<file path="config.mk">
export PLATFORM = sky130hd
export DESIGN_NAME = soac_ctrl
export DESIGN_NICKNAME = d
export VERILOG_FILES = /design/src/logic/soac_pkg.sv /design/src/logic/soac_persist_if.sv /design/src/logic/soac_ctrl.sv /design/src/logic/soac_persist.sv
export SDC_FILE = /design/constraint.sdc
export NUM_CORES = 1
export LEC_CHECK = 0
export BUFFER_PORTS_ARGS = -buffer_cell sky130_fd_sc_hd__buf_4
export CAP_MARGIN = 15
export CORE_MARGIN = 2
export CORE_UTILIZATION = 50
export DETAILED_ROUTE_END_ITERATION = 6
export PLACE_DENSITY = 0.82
export REMOVE_ABC_BUFFERS = 1
export SYNTH_ARGS = -nofsm -noshare
export SYNTH_HDL_FRONTEND = slang
export SYNTH_SLANG_ARGS = --single-unit
</file>
<file path="constraint.sdc">
create_clock -name clk_sys -period 6.2 [get_ports clk_sys]
set_input_delay 0.31 -clock clk_sys [delete_from_list [all_inputs] [get_ports clk_sys]]
set_output_delay 0.31 -clock clk_sys [all_outputs]
set_load 0.01 [all_outputs]
</file>
<file path="src/logic/soac_pkg.sv">
/*
 Constants and types of the overhead alarm control block.
 Assumes nothing of its surroundings.
*/
package soac_pkg;

    // Pointer size bit defaults
    localparam logic [1:0]  S_BITS_SONET  = 2'h0;
    localparam logic [1:0]  S_BITS_SDH    = 2'h2;

    // G1 layout, bit 7 is the first transmitted bit
    localparam int          G1_REI_MSB    = 7;
    localparam int          G1_REI_LSB    = 4;
    localparam int          G1_RDI_BIT    = 3;
    localparam logic [3:0]  G1_RDI_SONET  = 4'h9;

    // Persistence in frames
    localparam logic [3:0]  RDI_FRAMES    = 4'h5;
    localparam logic [3:0]  YELLOW_FRAMES = 4'ha;

    // Error count limits
    localparam logic [3:0]  PATH_FEBE_MAX = 4'h8;
    localparam logic [4:0]  LINE_FEBE_MAX = 5'h18;
    localparam logic [15:0] TOTAL_MAX     = 16'hffff;

    // Reset values
    localparam logic        CFG_RESET     = 1'h0;
    localparam logic [7:0]  G1_RESET      = 8'h00;

    // Defect indicator positions
    localparam int          DEF_LOS       = 4;
    localparam int          DEF_LOF       = 3;
    localparam int          DEF_LAIS      = 2;
    localparam int          DEF_LOP       = 1;
    localparam int          DEF_PAIS      = 0;

    // Persistence checker states
    typedef enum logic [2:0] {
        PST_IDLE  = 3'b001,
        PST_COUNT = 3'b010,
        PST_DECL  = 3'b100
    } soac_persist_e;

endpackage : soac_pkg

</file>
<file path="src/logic/soac_persist_if.sv">
/*
 Link between the controller and one persistence checker.
 Assumes both ends run on clk_sys.
*/
`timescale 1ns/10ps
interface soac_persist_if;
    logic       frame_tick;
    logic       cond;
    logic       clear;
    logic [3:0] frames_needed;
    logic       declared;
    logic [3:0] frames_seen;

    modport owner (
        output frame_tick, cond, clear, frames_needed,
        input  declared, frames_seen
    );
    modport counter (
        input  frame_tick, cond, clear, frames_needed,
        output declared, frames_seen
    );
endinterface : soac_persist_if

</file>
<file path="src/logic/soac_ctrl.sv">
/*
 Overhead alarm control of a 155 Mbit/s SONET / SDH framer.
 Assumes all inputs come from framer logic on clk_sys; frame_start
 and rx_g1_valid pulse once per frame.
*/
// What this block does
// SONET framing loads pointer size bits with 00.
// SDH framing loads pointer size bits with 10.
// SONET path remote defect sends 1001 in G1 remote-error bits.
// SDH path remote defect sets G1 bit 5.
// SDH declares path remote defect after five consecutive frames.
// SONET records yellow from G1 bit 5 after ten frames.
// SONET detects path remote defect from remote-error bits.
// SDH disables yellow detection and generation.
// Pointer size override accepts all four codes in either framing.
// Pointer size override takes effect at once.
// Auto yellow in SONET sends yellow on LOS, LOF, AIS, LOP.
// Auto line remote defect sends FERF on LOS, LOF, line AIS.
// Auto remote error sends line and path FEBE from BIP errors.
// Auto option off: indicator lit, nothing transmitted.
// BIP errors are always accumulated for monitoring.
// Yellow indication exists only in SONET framing.
// Framing change reloads pointer size default; override persists.
// Auto enables reset off; configuration applies at frame start.
`timescale 1ns/10ps
module soac_ctrl (
    // Clock and reset
    input  logic        clk_sys,
    input  logic        reset,
    // Configuration
    input  logic        framing_sdh,
    input  logic [1:0]  s_bits_override_value,
    input  logic        s_bits_override_write,
    input  logic        path_yellow_auto_enable,
    input  logic        line_remote_defect_auto_enable,
    input  logic        remote_error_auto_enable,
    input  logic        path_rdi_request,
    // Frame timing
    input  logic        frame_start,
    // Receive side
    input  logic [7:0]  rx_g1,
    input  logic        rx_g1_valid,
    input  logic        los,
    input  logic        lof,
    input  logic        line_ais,
    input  logic        lop,
    input  logic        path_ais,
    input  logic        line_bip_error,
    input  logic        path_bip_error,
    // Transmit overhead
    output logic [1:0]  tx_s_bits,
    output logic [7:0]  tx_g1,
    output logic        tx_line_ferf,
    output logic [4:0]  tx_line_febe,
    // Status
    output logic        framing_sdh_active,
    output logic [4:0]  defect_indicator,
    output logic        path_rdi_alarm,
    output logic        path_yellow_alarm,
    output logic [15:0] line_bip_total,
    output logic [15:0] path_bip_total
);
    import soac_pkg::*;

    function automatic logic [1:0] default_s_bits(input logic sdh);
        default_s_bits = sdh ? S_BITS_SDH : S_BITS_SONET;
    endfunction : default_s_bits

    function automatic logic [15:0] sat_inc16(input logic [15:0] v);
        sat_inc16 = (v == TOTAL_MAX) ? v : v + 16'h0001;
    endfunction : sat_inc16

    // Configuration registers
    logic        sdh_reg, sdh_next;
    logic        py_auto_reg, py_auto_next;
    logic        lr_auto_reg, lr_auto_next;
    logic        re_auto_reg, re_auto_next;
    logic [1:0]  s_bits_reg, s_bits_next;
    logic        framing_change;

    always_comb begin
        sdh_next       = sdh_reg;
        py_auto_next   = py_auto_reg;
        lr_auto_next   = lr_auto_reg;
        re_auto_next   = re_auto_reg;
        s_bits_next    = s_bits_reg;
        framing_change = frame_start && (framing_sdh != sdh_reg);
        if (frame_start) begin
            sdh_next     = framing_sdh;
            py_auto_next = path_yellow_auto_enable;
            lr_auto_next = line_remote_defect_auto_enable;
            re_auto_next = remote_error_auto_enable;
        end
        if (framing_change) begin
            s_bits_next = default_s_bits(framing_sdh);
        end
        if (s_bits_override_write) begin
            s_bits_next = s_bits_override_value;
        end
    end

    always_ff @(posedge clk_sys or posedge reset) begin
        if (reset) begin
            sdh_reg     <= CFG_RESET;
            py_auto_reg <= CFG_RESET;
            lr_auto_reg <= CFG_RESET;
            re_auto_reg <= CFG_RESET;
            s_bits_reg  <= S_BITS_SONET;
        end else begin
            sdh_reg     <= sdh_next;
            py_auto_reg <= py_auto_next;
            lr_auto_reg <= lr_auto_next;
            re_auto_reg <= re_auto_next;
            s_bits_reg  <= s_bits_next;
        end
    end

    // Received G1 persistence
    soac_persist_if rdi_pif ();
    soac_persist_if yel_pif ();

    assign rdi_pif.frame_tick    = rx_g1_valid;
    assign rdi_pif.cond          = sdh_reg ? rx_g1[G1_RDI_BIT]
        : (rx_g1[G1_REI_MSB:G1_REI_LSB] == G1_RDI_SONET);
    assign rdi_pif.clear         = framing_change;
    assign rdi_pif.frames_needed = RDI_FRAMES;

    assign yel_pif.frame_tick    = rx_g1_valid;
    assign yel_pif.cond          = !sdh_reg && rx_g1[G1_RDI_BIT];
    assign yel_pif.clear         = framing_change;
    assign yel_pif.frames_needed = YELLOW_FRAMES;

    soac_persist u_rdi (
        .clk_sys (clk_sys),
        .reset   (reset),
        .pif     (rdi_pif.counter)
    );

    soac_persist u_yel (
        .clk_sys (clk_sys),
        .reset   (reset),
        .pif     (yel_pif.counter)
    );

    // Defects, alarms and error accumulation
    logic        ferf_cond;
    logic        yel_cond;
    logic [4:0]  ind_reg, ind_next;
    logic        ferf_reg, ferf_next;
    logic [7:0]  g1_reg, g1_next;
    logic [3:0]  p_err_reg, p_err_next;
    logic [4:0]  l_err_reg, l_err_next;
    logic [3:0]  p_febe_reg, p_febe_next;
    logic [4:0]  l_febe_reg, l_febe_next;
    logic [15:0] l_tot_reg, l_tot_next;
    logic [15:0] p_tot_reg, p_tot_next;

    assign ferf_cond = los || lof || line_ais;
    assign yel_cond  = ferf_cond || lop || path_ais;

    always_comb begin
        ind_next = '0;
        ind_next[DEF_LOS]  = los;
        ind_next[DEF_LOF]  = lof;
        ind_next[DEF_LAIS] = line_ais;
        ind_next[DEF_LOP]  = lop;
        ind_next[DEF_PAIS] = path_ais;
        ferf_next = lr_auto_reg && ferf_cond;
        // Per-frame BIP error counts, saturating
        p_err_next = p_err_reg;
        l_err_next = l_err_reg;
        p_febe_next = p_febe_reg;
        l_febe_next = l_febe_reg;
        if (frame_start) begin
            p_febe_next = re_auto_reg ? p_err_reg : 4'h0;
            l_febe_next = re_auto_reg ? l_err_reg : 5'h00;
            p_err_next  = 4'h0;
            l_err_next  = 5'h00;
        end
        if (path_bip_error && p_err_next != PATH_FEBE_MAX) begin
            p_err_next = p_err_next + 4'h1;
        end
        if (line_bip_error && l_err_next != LINE_FEBE_MAX) begin
            l_err_next = l_err_next + 5'h01;
        end
        // Running totals regardless of auto setting
        l_tot_next = line_bip_error ? sat_inc16(l_tot_reg) : l_tot_reg;
        p_tot_next = path_bip_error ? sat_inc16(p_tot_reg) : p_tot_reg;
        // Transmitted G1
        g1_next = G1_RESET;
        g1_next[G1_REI_MSB:G1_REI_LSB] = p_febe_reg;
        if (sdh_reg) begin
            g1_next[G1_RDI_BIT] = path_rdi_request;
        end else begin
            if (path_rdi_request) begin
                g1_next[G1_REI_MSB:G1_REI_LSB] = G1_RDI_SONET;
            end
            g1_next[G1_RDI_BIT] = py_auto_reg && yel_cond;
        end
    end

    always_ff @(posedge clk_sys or posedge reset) begin
        if (reset) begin
            ind_reg    <= 5'h00;
            ferf_reg   <= 1'h0;
            g1_reg     <= G1_RESET;
            p_err_reg  <= 4'h0;
            l_err_reg  <= 5'h00;
            p_febe_reg <= 4'h0;
            l_febe_reg <= 5'h00;
            l_tot_reg  <= 16'h0000;
            p_tot_reg  <= 16'h0000;
        end else begin
            ind_reg    <= ind_next;
            ferf_reg   <= ferf_next;
            g1_reg     <= g1_next;
            p_err_reg  <= p_err_next;
            l_err_reg  <= l_err_next;
            p_febe_reg <= p_febe_next;
            l_febe_reg <= l_febe_next;
            l_tot_reg  <= l_tot_next;
            p_tot_reg  <= p_tot_next;
        end
    end

    // Outputs
    assign tx_s_bits          = s_bits_reg;
    assign tx_g1              = g1_reg;
    assign tx_line_ferf       = ferf_reg;
    assign tx_line_febe       = l_febe_reg;
    assign framing_sdh_active = sdh_reg;
    assign defect_indicator   = ind_reg;
    assign path_rdi_alarm     = rdi_pif.declared;
    assign path_yellow_alarm  = yel_pif.declared && !sdh_reg;
    assign line_bip_total     = l_tot_reg;
    assign path_bip_total     = p_tot_reg;
endmodule : soac_ctrl

</file>
<file path="src/logic/soac_persist.sv">
/*
 Frame count persistence checker for one received condition.
 Assumes frame_tick pulses once per received G1 byte.
*/
`timescale 1ns/10ps
module soac_persist (
    // Clock and reset
    input  logic                 clk_sys,
    input  logic                 reset,
    // Condition link
    soac_persist_if.counter      pif
);
    import soac_pkg::*;

    soac_persist_e state_reg;
    soac_persist_e state_next;
    logic [3:0]    cnt_reg;
    logic [3:0]    cnt_next;

    always_comb begin
        state_next = state_reg;
        cnt_next   = cnt_reg;
        case (state_reg)
            PST_IDLE, PST_COUNT: begin
                if (pif.frame_tick) begin
                    if (pif.cond) begin
                        cnt_next   = cnt_reg + 4'h1;
                        state_next = (cnt_next >= pif.frames_needed)
                                   ? PST_DECL : PST_COUNT;
                    end else begin
                        cnt_next   = 4'h0;
                        state_next = PST_IDLE;
                    end
                end
            end
            PST_DECL: begin
                if (pif.frame_tick && !pif.cond) begin
                    cnt_next   = 4'h0;
                    state_next = PST_IDLE;
                end
            end
            default: begin
                cnt_next   = 4'h0;
                state_next = PST_IDLE;
            end
        endcase
        if (pif.clear) begin
            cnt_next   = 4'h0;
            state_next = PST_IDLE;
        end
    end

    always_ff @(posedge clk_sys or posedge reset) begin
        if (reset) begin
            state_reg <= PST_IDLE;
            cnt_reg   <= 4'h0;
        end else begin
            state_reg <= state_next;
            cnt_reg   <= cnt_next;
        end
    end

    assign pif.declared    = (state_reg == PST_DECL);
    assign pif.frames_seen = cnt_reg;

endmodule : soac_persist

</file>
# After elaboration in Yosys (flattened, before gate mapping)
# Index checks and enable logic that the tools add are counted.
[totals] ff_bits=81 latchBits=0 ramBits=0 romBits=0 inputBits=27 out_inout_bits=56 mem_count=0
[classes] n_addsub=6 n_mul=0 n_div=0 magnitude_cmp=2 n_eq_ne=16 n_shift=0 n_mux=35 bitwise_logic=2 n_reduce_logical=23
[op_table] cell="$mux 4" n=13
[op_table] cell="$add 16x1->16 const B" n=2
[op_table] cell="$eq 16x16->1 const B" n=2
[op_table] cell="$mux 3" n=10
[op_table] cell="$pmux 4 s2" n=2
[op_table] cell="$mux 5" n=3
[op_table] cell="$add 4x1->4 const B" n=3
[op_table] cell="$pmux 3 s2" n=2
[op_table] cell="$logic_and 1x1->1" n=9
[op_table] cell="$reduce_and 2->1" n=4
[op_table] cell="$eq 3x1->1 const B" n=2
[op_table] cell="$eq 3x2->1 const B" n=2
[op_table] cell="$eq 3x3->1 const B" n=2
[op_table] cell="$mux 2" n=3
[op_table] cell="$ne 3x3->1 const B" n=2
[op_table] cell="$add 5x1->5 const B" n=1
[op_table] cell="$ne 5x5->1 const B" n=1
[op_table] cell="$eq 4x4->1 const B" n=1
[op_table] cell="$ge 4x3->1 const B" n=1
[op_table] cell="$ge 4x4->1 const B" n=1
[op_table] cell="$logic_or 1x1->1" n=4
[op_table] cell="$ne 4x4->1 const B" n=1
[op_table] cell="$reduce_or 2->1" n=2
[op_table] cell="$logic_not 1->1" n=3
[op_table] cell="6 further kinds" n=8

# Depth between registers and ports, before layout
[logic_depth] word_depth=7 ltp_mapped=9

# Modules after synthesis
# From an unflattened synthesis, not the netlist that was laid out.
[unflattened] hier_cells=380 area_unflattened_um2=3997.6
[modules_own_cells] mod="soac_ctrl" n_inst=1 cells_each=286 area_each_um2=3064.2 seq_area_each_um2=1676.6
[modules_own_cells] mod="soac_persist" n_inst=2 cells_each=47 area_each_um2=466.7 seq_area_each_um2=176.4

# Worst setup path before layout
# No wires, ideal clock.
[synth_timing] path_kind="register to register" from="register p_tot_reg[12] (netlist: path_bip_total[12])" to="register p_tot_reg[1] (netlist: path_bip_total[1])" t_arrival_ns=1.422 path_slack_ns=4.651 stages_incl_launch_ff=6 n_path_buf=0 synth_period_minus_slack_ns=1.549 cell_sequence="dfrtp_1 -> and3_1 -> and4_4 -> nand4_1 -> nand2_1 -> mux2_1"
[synth_between] elab_chain_len=3
[synth_lines] item="start: declaration" line="soac_ctrl.sv:156" rtl="logic [15:0] p_tot_reg, p_tot_next;"
[synth_lines] item="start signal: assignment" line="soac_ctrl.sv:222" rtl="p_tot_reg <= p_tot_next;"
[synth_lines] item="$eq 16x16->1" line="soac_ctrl.sv:70" rtl="sat_inc16 = (v == TOTAL_MAX) ? v : v + 16'h0001;"
[synth_lines] item="$not 1->1 (no line)"
[synth_lines] item="$reduce_and 2->1 (no line)"
# No other way between the ends.
# A chain may end at the register's enable or synchronous reset.

# Worst setup path in the final report
[layout_timing] from="register sdh_reg (netlist: framing_sdh_active)" to="register u_rdi.cnt_reg[2] (netlist: u_rdi.pif.frames_seen[2])"
[layout_between] elab_chain_len=5
[layout_lines] item="start: declaration" line="soac_ctrl.sv:74" rtl="logic sdh_reg, sdh_next;"
[layout_lines] item="start signal: assignment" line="soac_ctrl.sv:110" rtl="sdh_reg <= sdh_next;"
[layout_lines] item="$mux 1" line="soac_ctrl.sv:123" rtl="assign rdi_pif.cond = sdh_reg ? rx_g1[G1_RDI_BIT]"
[layout_lines] item="$mux 4 or $logic_not 1->1 (tied branches)" line="soac_persist.sv:26, soac_persist.sv:37"
[layout_lines] item="$mux 4 or $logic_and 1x1->1 (tied branches)" line="soac_persist.sv:25, soac_persist.sv:37"
[layout_lines] item="$pmux 4 s2 or $ne 3x1->1 (tied branches)"
[layout_lines] item="$mux 4 or $reduce_and 2->1 (tied branches)"
[layout_lines] item="end signal: assignment" line="soac_persist.sv:59" rtl="cnt_reg <= cnt_next;"
[layout_lines] item="end: declaration" line="soac_persist.sv:17" rtl="logic [3:0] cnt_reg;"
# Several ways; a longest one is shown, not always the timed one. The select of a mux whose other input is x is not followed.

==> qor.yml <==
powerDensity_mw_per_mm2: 287.4
endpoint_kind: "flip-flop"
place.detailed.instances: 532
port_buffers: 76
synth_area_leader_cell: "sky130_fd_sc_hd__dfrtp_1"
ctsLongestPathBuffers: 2
final_setup_violation_count: 0
power_leakage_uw: 0.002302
synth-edff-count: 0
report.final.slew_viol_count: 0
seq_area_frac_synth: 0.5141
area.sequential_sq_mm: 0.002029
grt_max_degree: 82
synth_top_area_share: 0.5008
hpwl_detailed_microns: 5503
drtAntennaViolNets: 0
hold_path_class: "input pin to flip-flop"
diodes: 0
htreeDepth: 3
postCtsHoldBufs: 0
cts_inserted_buffers: 9
final_min_period_over_clock_period: 0.2801
place.gp.congestion: 0.8571
ys_top_cells_by_area: "sky130_fd_sc_hd__dfrtp_1, sky130_fd_sc_hd__xnor2_1, sky130_fd_sc_hd__nand2_1, sky130_fd_sc_hd__ha_1, sky130_fd_sc_hd__o21ai_0"
dr.first_iter.drc_count: 143
yosysWarnings: 0
avgViaCountPerCell: 5.374
post_synthesis_sequential_element_count: 81
track_usage: 0.1885
cts-root-buf: "sky130_fd_sc_hd__clkbuf_8"
drt_wl_total_microns: 7620
rows: 32
post-route-min-period_ns: 1.737
postSynthAreaPerCell_sq_um: 10.90
grt_setup_unrepaired: "no"
worst-setup-path-type: "flip-flop to flip-flop"
max_cap_viol_count: 0
timing.clock.skew_ns: 0.004109
finish.net_count: 478
fp.dieH_microns: 92.86
drive_above_1_share: 0.2803
ys.flop_type: "sky130_fd_sc_hd__dfrtp_1"
core_region_area_sq_mm: 0.007687
synth_cells: 362
critical_path.max_fanout: 11
synth.cell_area_sq_mm: 0.003948
post-cts-setup-buffer-count: 0
gr-total-overflow: 0
first_global_vias: 2957
layout-area-overhead-vs-synth_pct: 22.09
drc_errors: 0
design.die.area_sq_mm: 0.008622
clk-insertion-delay-late_ns: 0.33
final-hold-violation-count: 0
io-pin-count: 83
fin_ws_ns: 4.463
worst_hold_slack_ns: 0.07743
slew-limit-headroom: 0.3441
mostFrequentLayoutCells: "sky130_fd_sc_hd__dfrtp_1, sky130_fd_sc_hd__buf_4, sky130_fd_sc_hd__nand2_1"
clk_transition_reported_paths_ns: 0.09
clkSinkCount: 81
fillerInstances: 643
pre_cts_ws_ns: 4.332
grt_first_pass_wirelength_microns: 13080
worstSetupStartpointType: "flip-flop"
antenna_found_initial: 0
fmax_ghz: 0.5758
final-instance-count-excl-fill: 548
cts_repair_resize_count: 0
detailroute.via_count: 2945
crit_arrival_ns: 1.98
ys_async_sr_fraction: 1.000
routed_wire_length_per_instance_microns: 13.91
floorplan.initialDensity: 0.5135
worstPathRequired_ns: 6.44
most_frequent_standard_cell_in_the_layout_excluding_fill_and_tap_cells: "sky130_fd_sc_hd__dfrtp_1"
fin_tns_setup_ns: 0
firstDrtPassIters: 6
post_synth_num_cell_types: 64
outcome: "complete, no violations"
cts_tree: "yes"
vdd_ir_drop_max_mv: 0.2058
max_slew.worst_pin.slew_ns: 0.9839
dieWidth_microns: 92.86
multi_input_area_sq_mm: 0.001768
[Yosys cell counts, types with 2 or more instances]
cell type	count
sky130_fd_sc_hd__o21ai_0	22
sky130_fd_sc_hd__and2_1	3
sky130_fd_sc_hd__xnor2_1	24
sky130_fd_sc_hd__mux2_2	5
sky130_fd_sc_hd__buf_4	3
sky130_fd_sc_hd__buf_2	5
sky130_fd_sc_hd__nand3b_1	2
sky130_fd_sc_hd__a22o_1	6
sky130_fd_sc_hd__xor2_1	12
sky130_fd_sc_hd__nand3_2	3
sky130_fd_sc_hd__nor2b_1	2
sky130_fd_sc_hd__inv_1	24
sky130_fd_sc_hd__nand3_1	14
sky130_fd_sc_hd__nor4_1	2
sky130_fd_sc_hd__ha_1	10
sky130_fd_sc_hd__a211oi_4	2
sky130_fd_sc_hd__and3_1	12
sky130_fd_sc_hd__and4_4	2
sky130_fd_sc_hd__dfstp_2	2
sky130_fd_sc_hd__a31oi_1	2
sky130_fd_sc_hd__nor2_1	16
sky130_fd_sc_hd__a21boi_0	2
sky130_fd_sc_hd__nand4b_1	2
sky130_fd_sc_hd__nand4_1	12
sky130_fd_sc_hd__nor4b_1	3
sky130_fd_sc_hd__nand4_4	3
sky130_fd_sc_hd__nand2_1	40
sky130_fd_sc_hd__o21ai_1	5
sky130_fd_sc_hd__dfrtp_1	79
sky130_fd_sc_hd__a21oi_1	9
[metrics by stage]
stage	area (sq um)	utilization	total power (uW)
4_1_cts	4820	0.6270	1407
5_1_grt	4820	0.6270	1469
3_5_place_dp	4594	0.5977	972.6
6_report	4820	0.6270	1385
3_3_place_gp	4594	0.5977	958.8
2_1_floorplan	3887	-	829.9
[where the power goes]
group	internal, uW	switching [uW]
Clock	231	195
Sequential	592	82.8
Combinational	147	137
[cells by family (layout without fill, tap and decap cells)]
| family | after synthesis | in the layout | share of synthesized area |
|---|---|---|---|
| simple gates | 129 | 129 | 0.1994 |
| flops | 81 | 81 | 0.5141 |
| compound gates | 62 | 62 | 0.1103 |
| xor+xnor | 37 | 37 | 0.08399 |
| buf+inv | 35 | 117 | 0.03993 |
| fa+ha+maj | 10 | 10 | 0.03170 |
| mux | 7 | 7 | 0.01965 |
| other cells | 1 | 3 | 0.0009500 |
[worst max-delay path, stage by stage (launching register included)]
cell	delay (ns)
sky130_fd_sc_hd__dfrtp_1	0.56
sky130_fd_sc_hd__nor4b_4	0.36
sky130_fd_sc_hd__a221oi_1	0.13
sky130_fd_sc_hd__o21ai_1	0.38
sky130_fd_sc_hd__o21ai_1	0.13
sky130_fd_sc_hd__o31ai_1	0.08
[final timing paths]
kind                                         start                       end  slack (ns)  cells past startpoint
worst max-delay path            framing_sdh_active  u_rdi.pif.frames_seen[2]        4.46                      5
worst min-delay path                      line_ais       defect_indicator[2]        0.08                      1
worst max register to register  framing_sdh_active  u_rdi.pif.frames_seen[2]        4.46                      5
worst min register to register       p_febe_reg[0]                  tx_g1[4]        0.45                      2
max in group asynchronous                    reset        path_bip_total[15]        5.30                      3
min in group asynchronous                    reset              tx_s_bits[0]        0.29                      3
[final cells by class]
cell class	instances	area share
Clock buffer	9	0.02570
Clock inverter	7	0.02103
Inverter	24	0.01895
Multi-Input combinational cell	248	0.3668
Sequential cell	81	0.4211
Tap cell	102	0.02648
Timing Repair Buffer	77	0.1199
[per-layer routing]
metal / vias up / GRT usage / wire (microns)
met5: - / 0 / 0
met4: 0 / 0.06250 / 105
met3: 14 / 0.04557 / 379
met2: 86 / 0.3170 / 3742
met1: 1438 / 0.2393 / 3392
li1: 1407 / - / -
(Power assumes the default switching activity.)
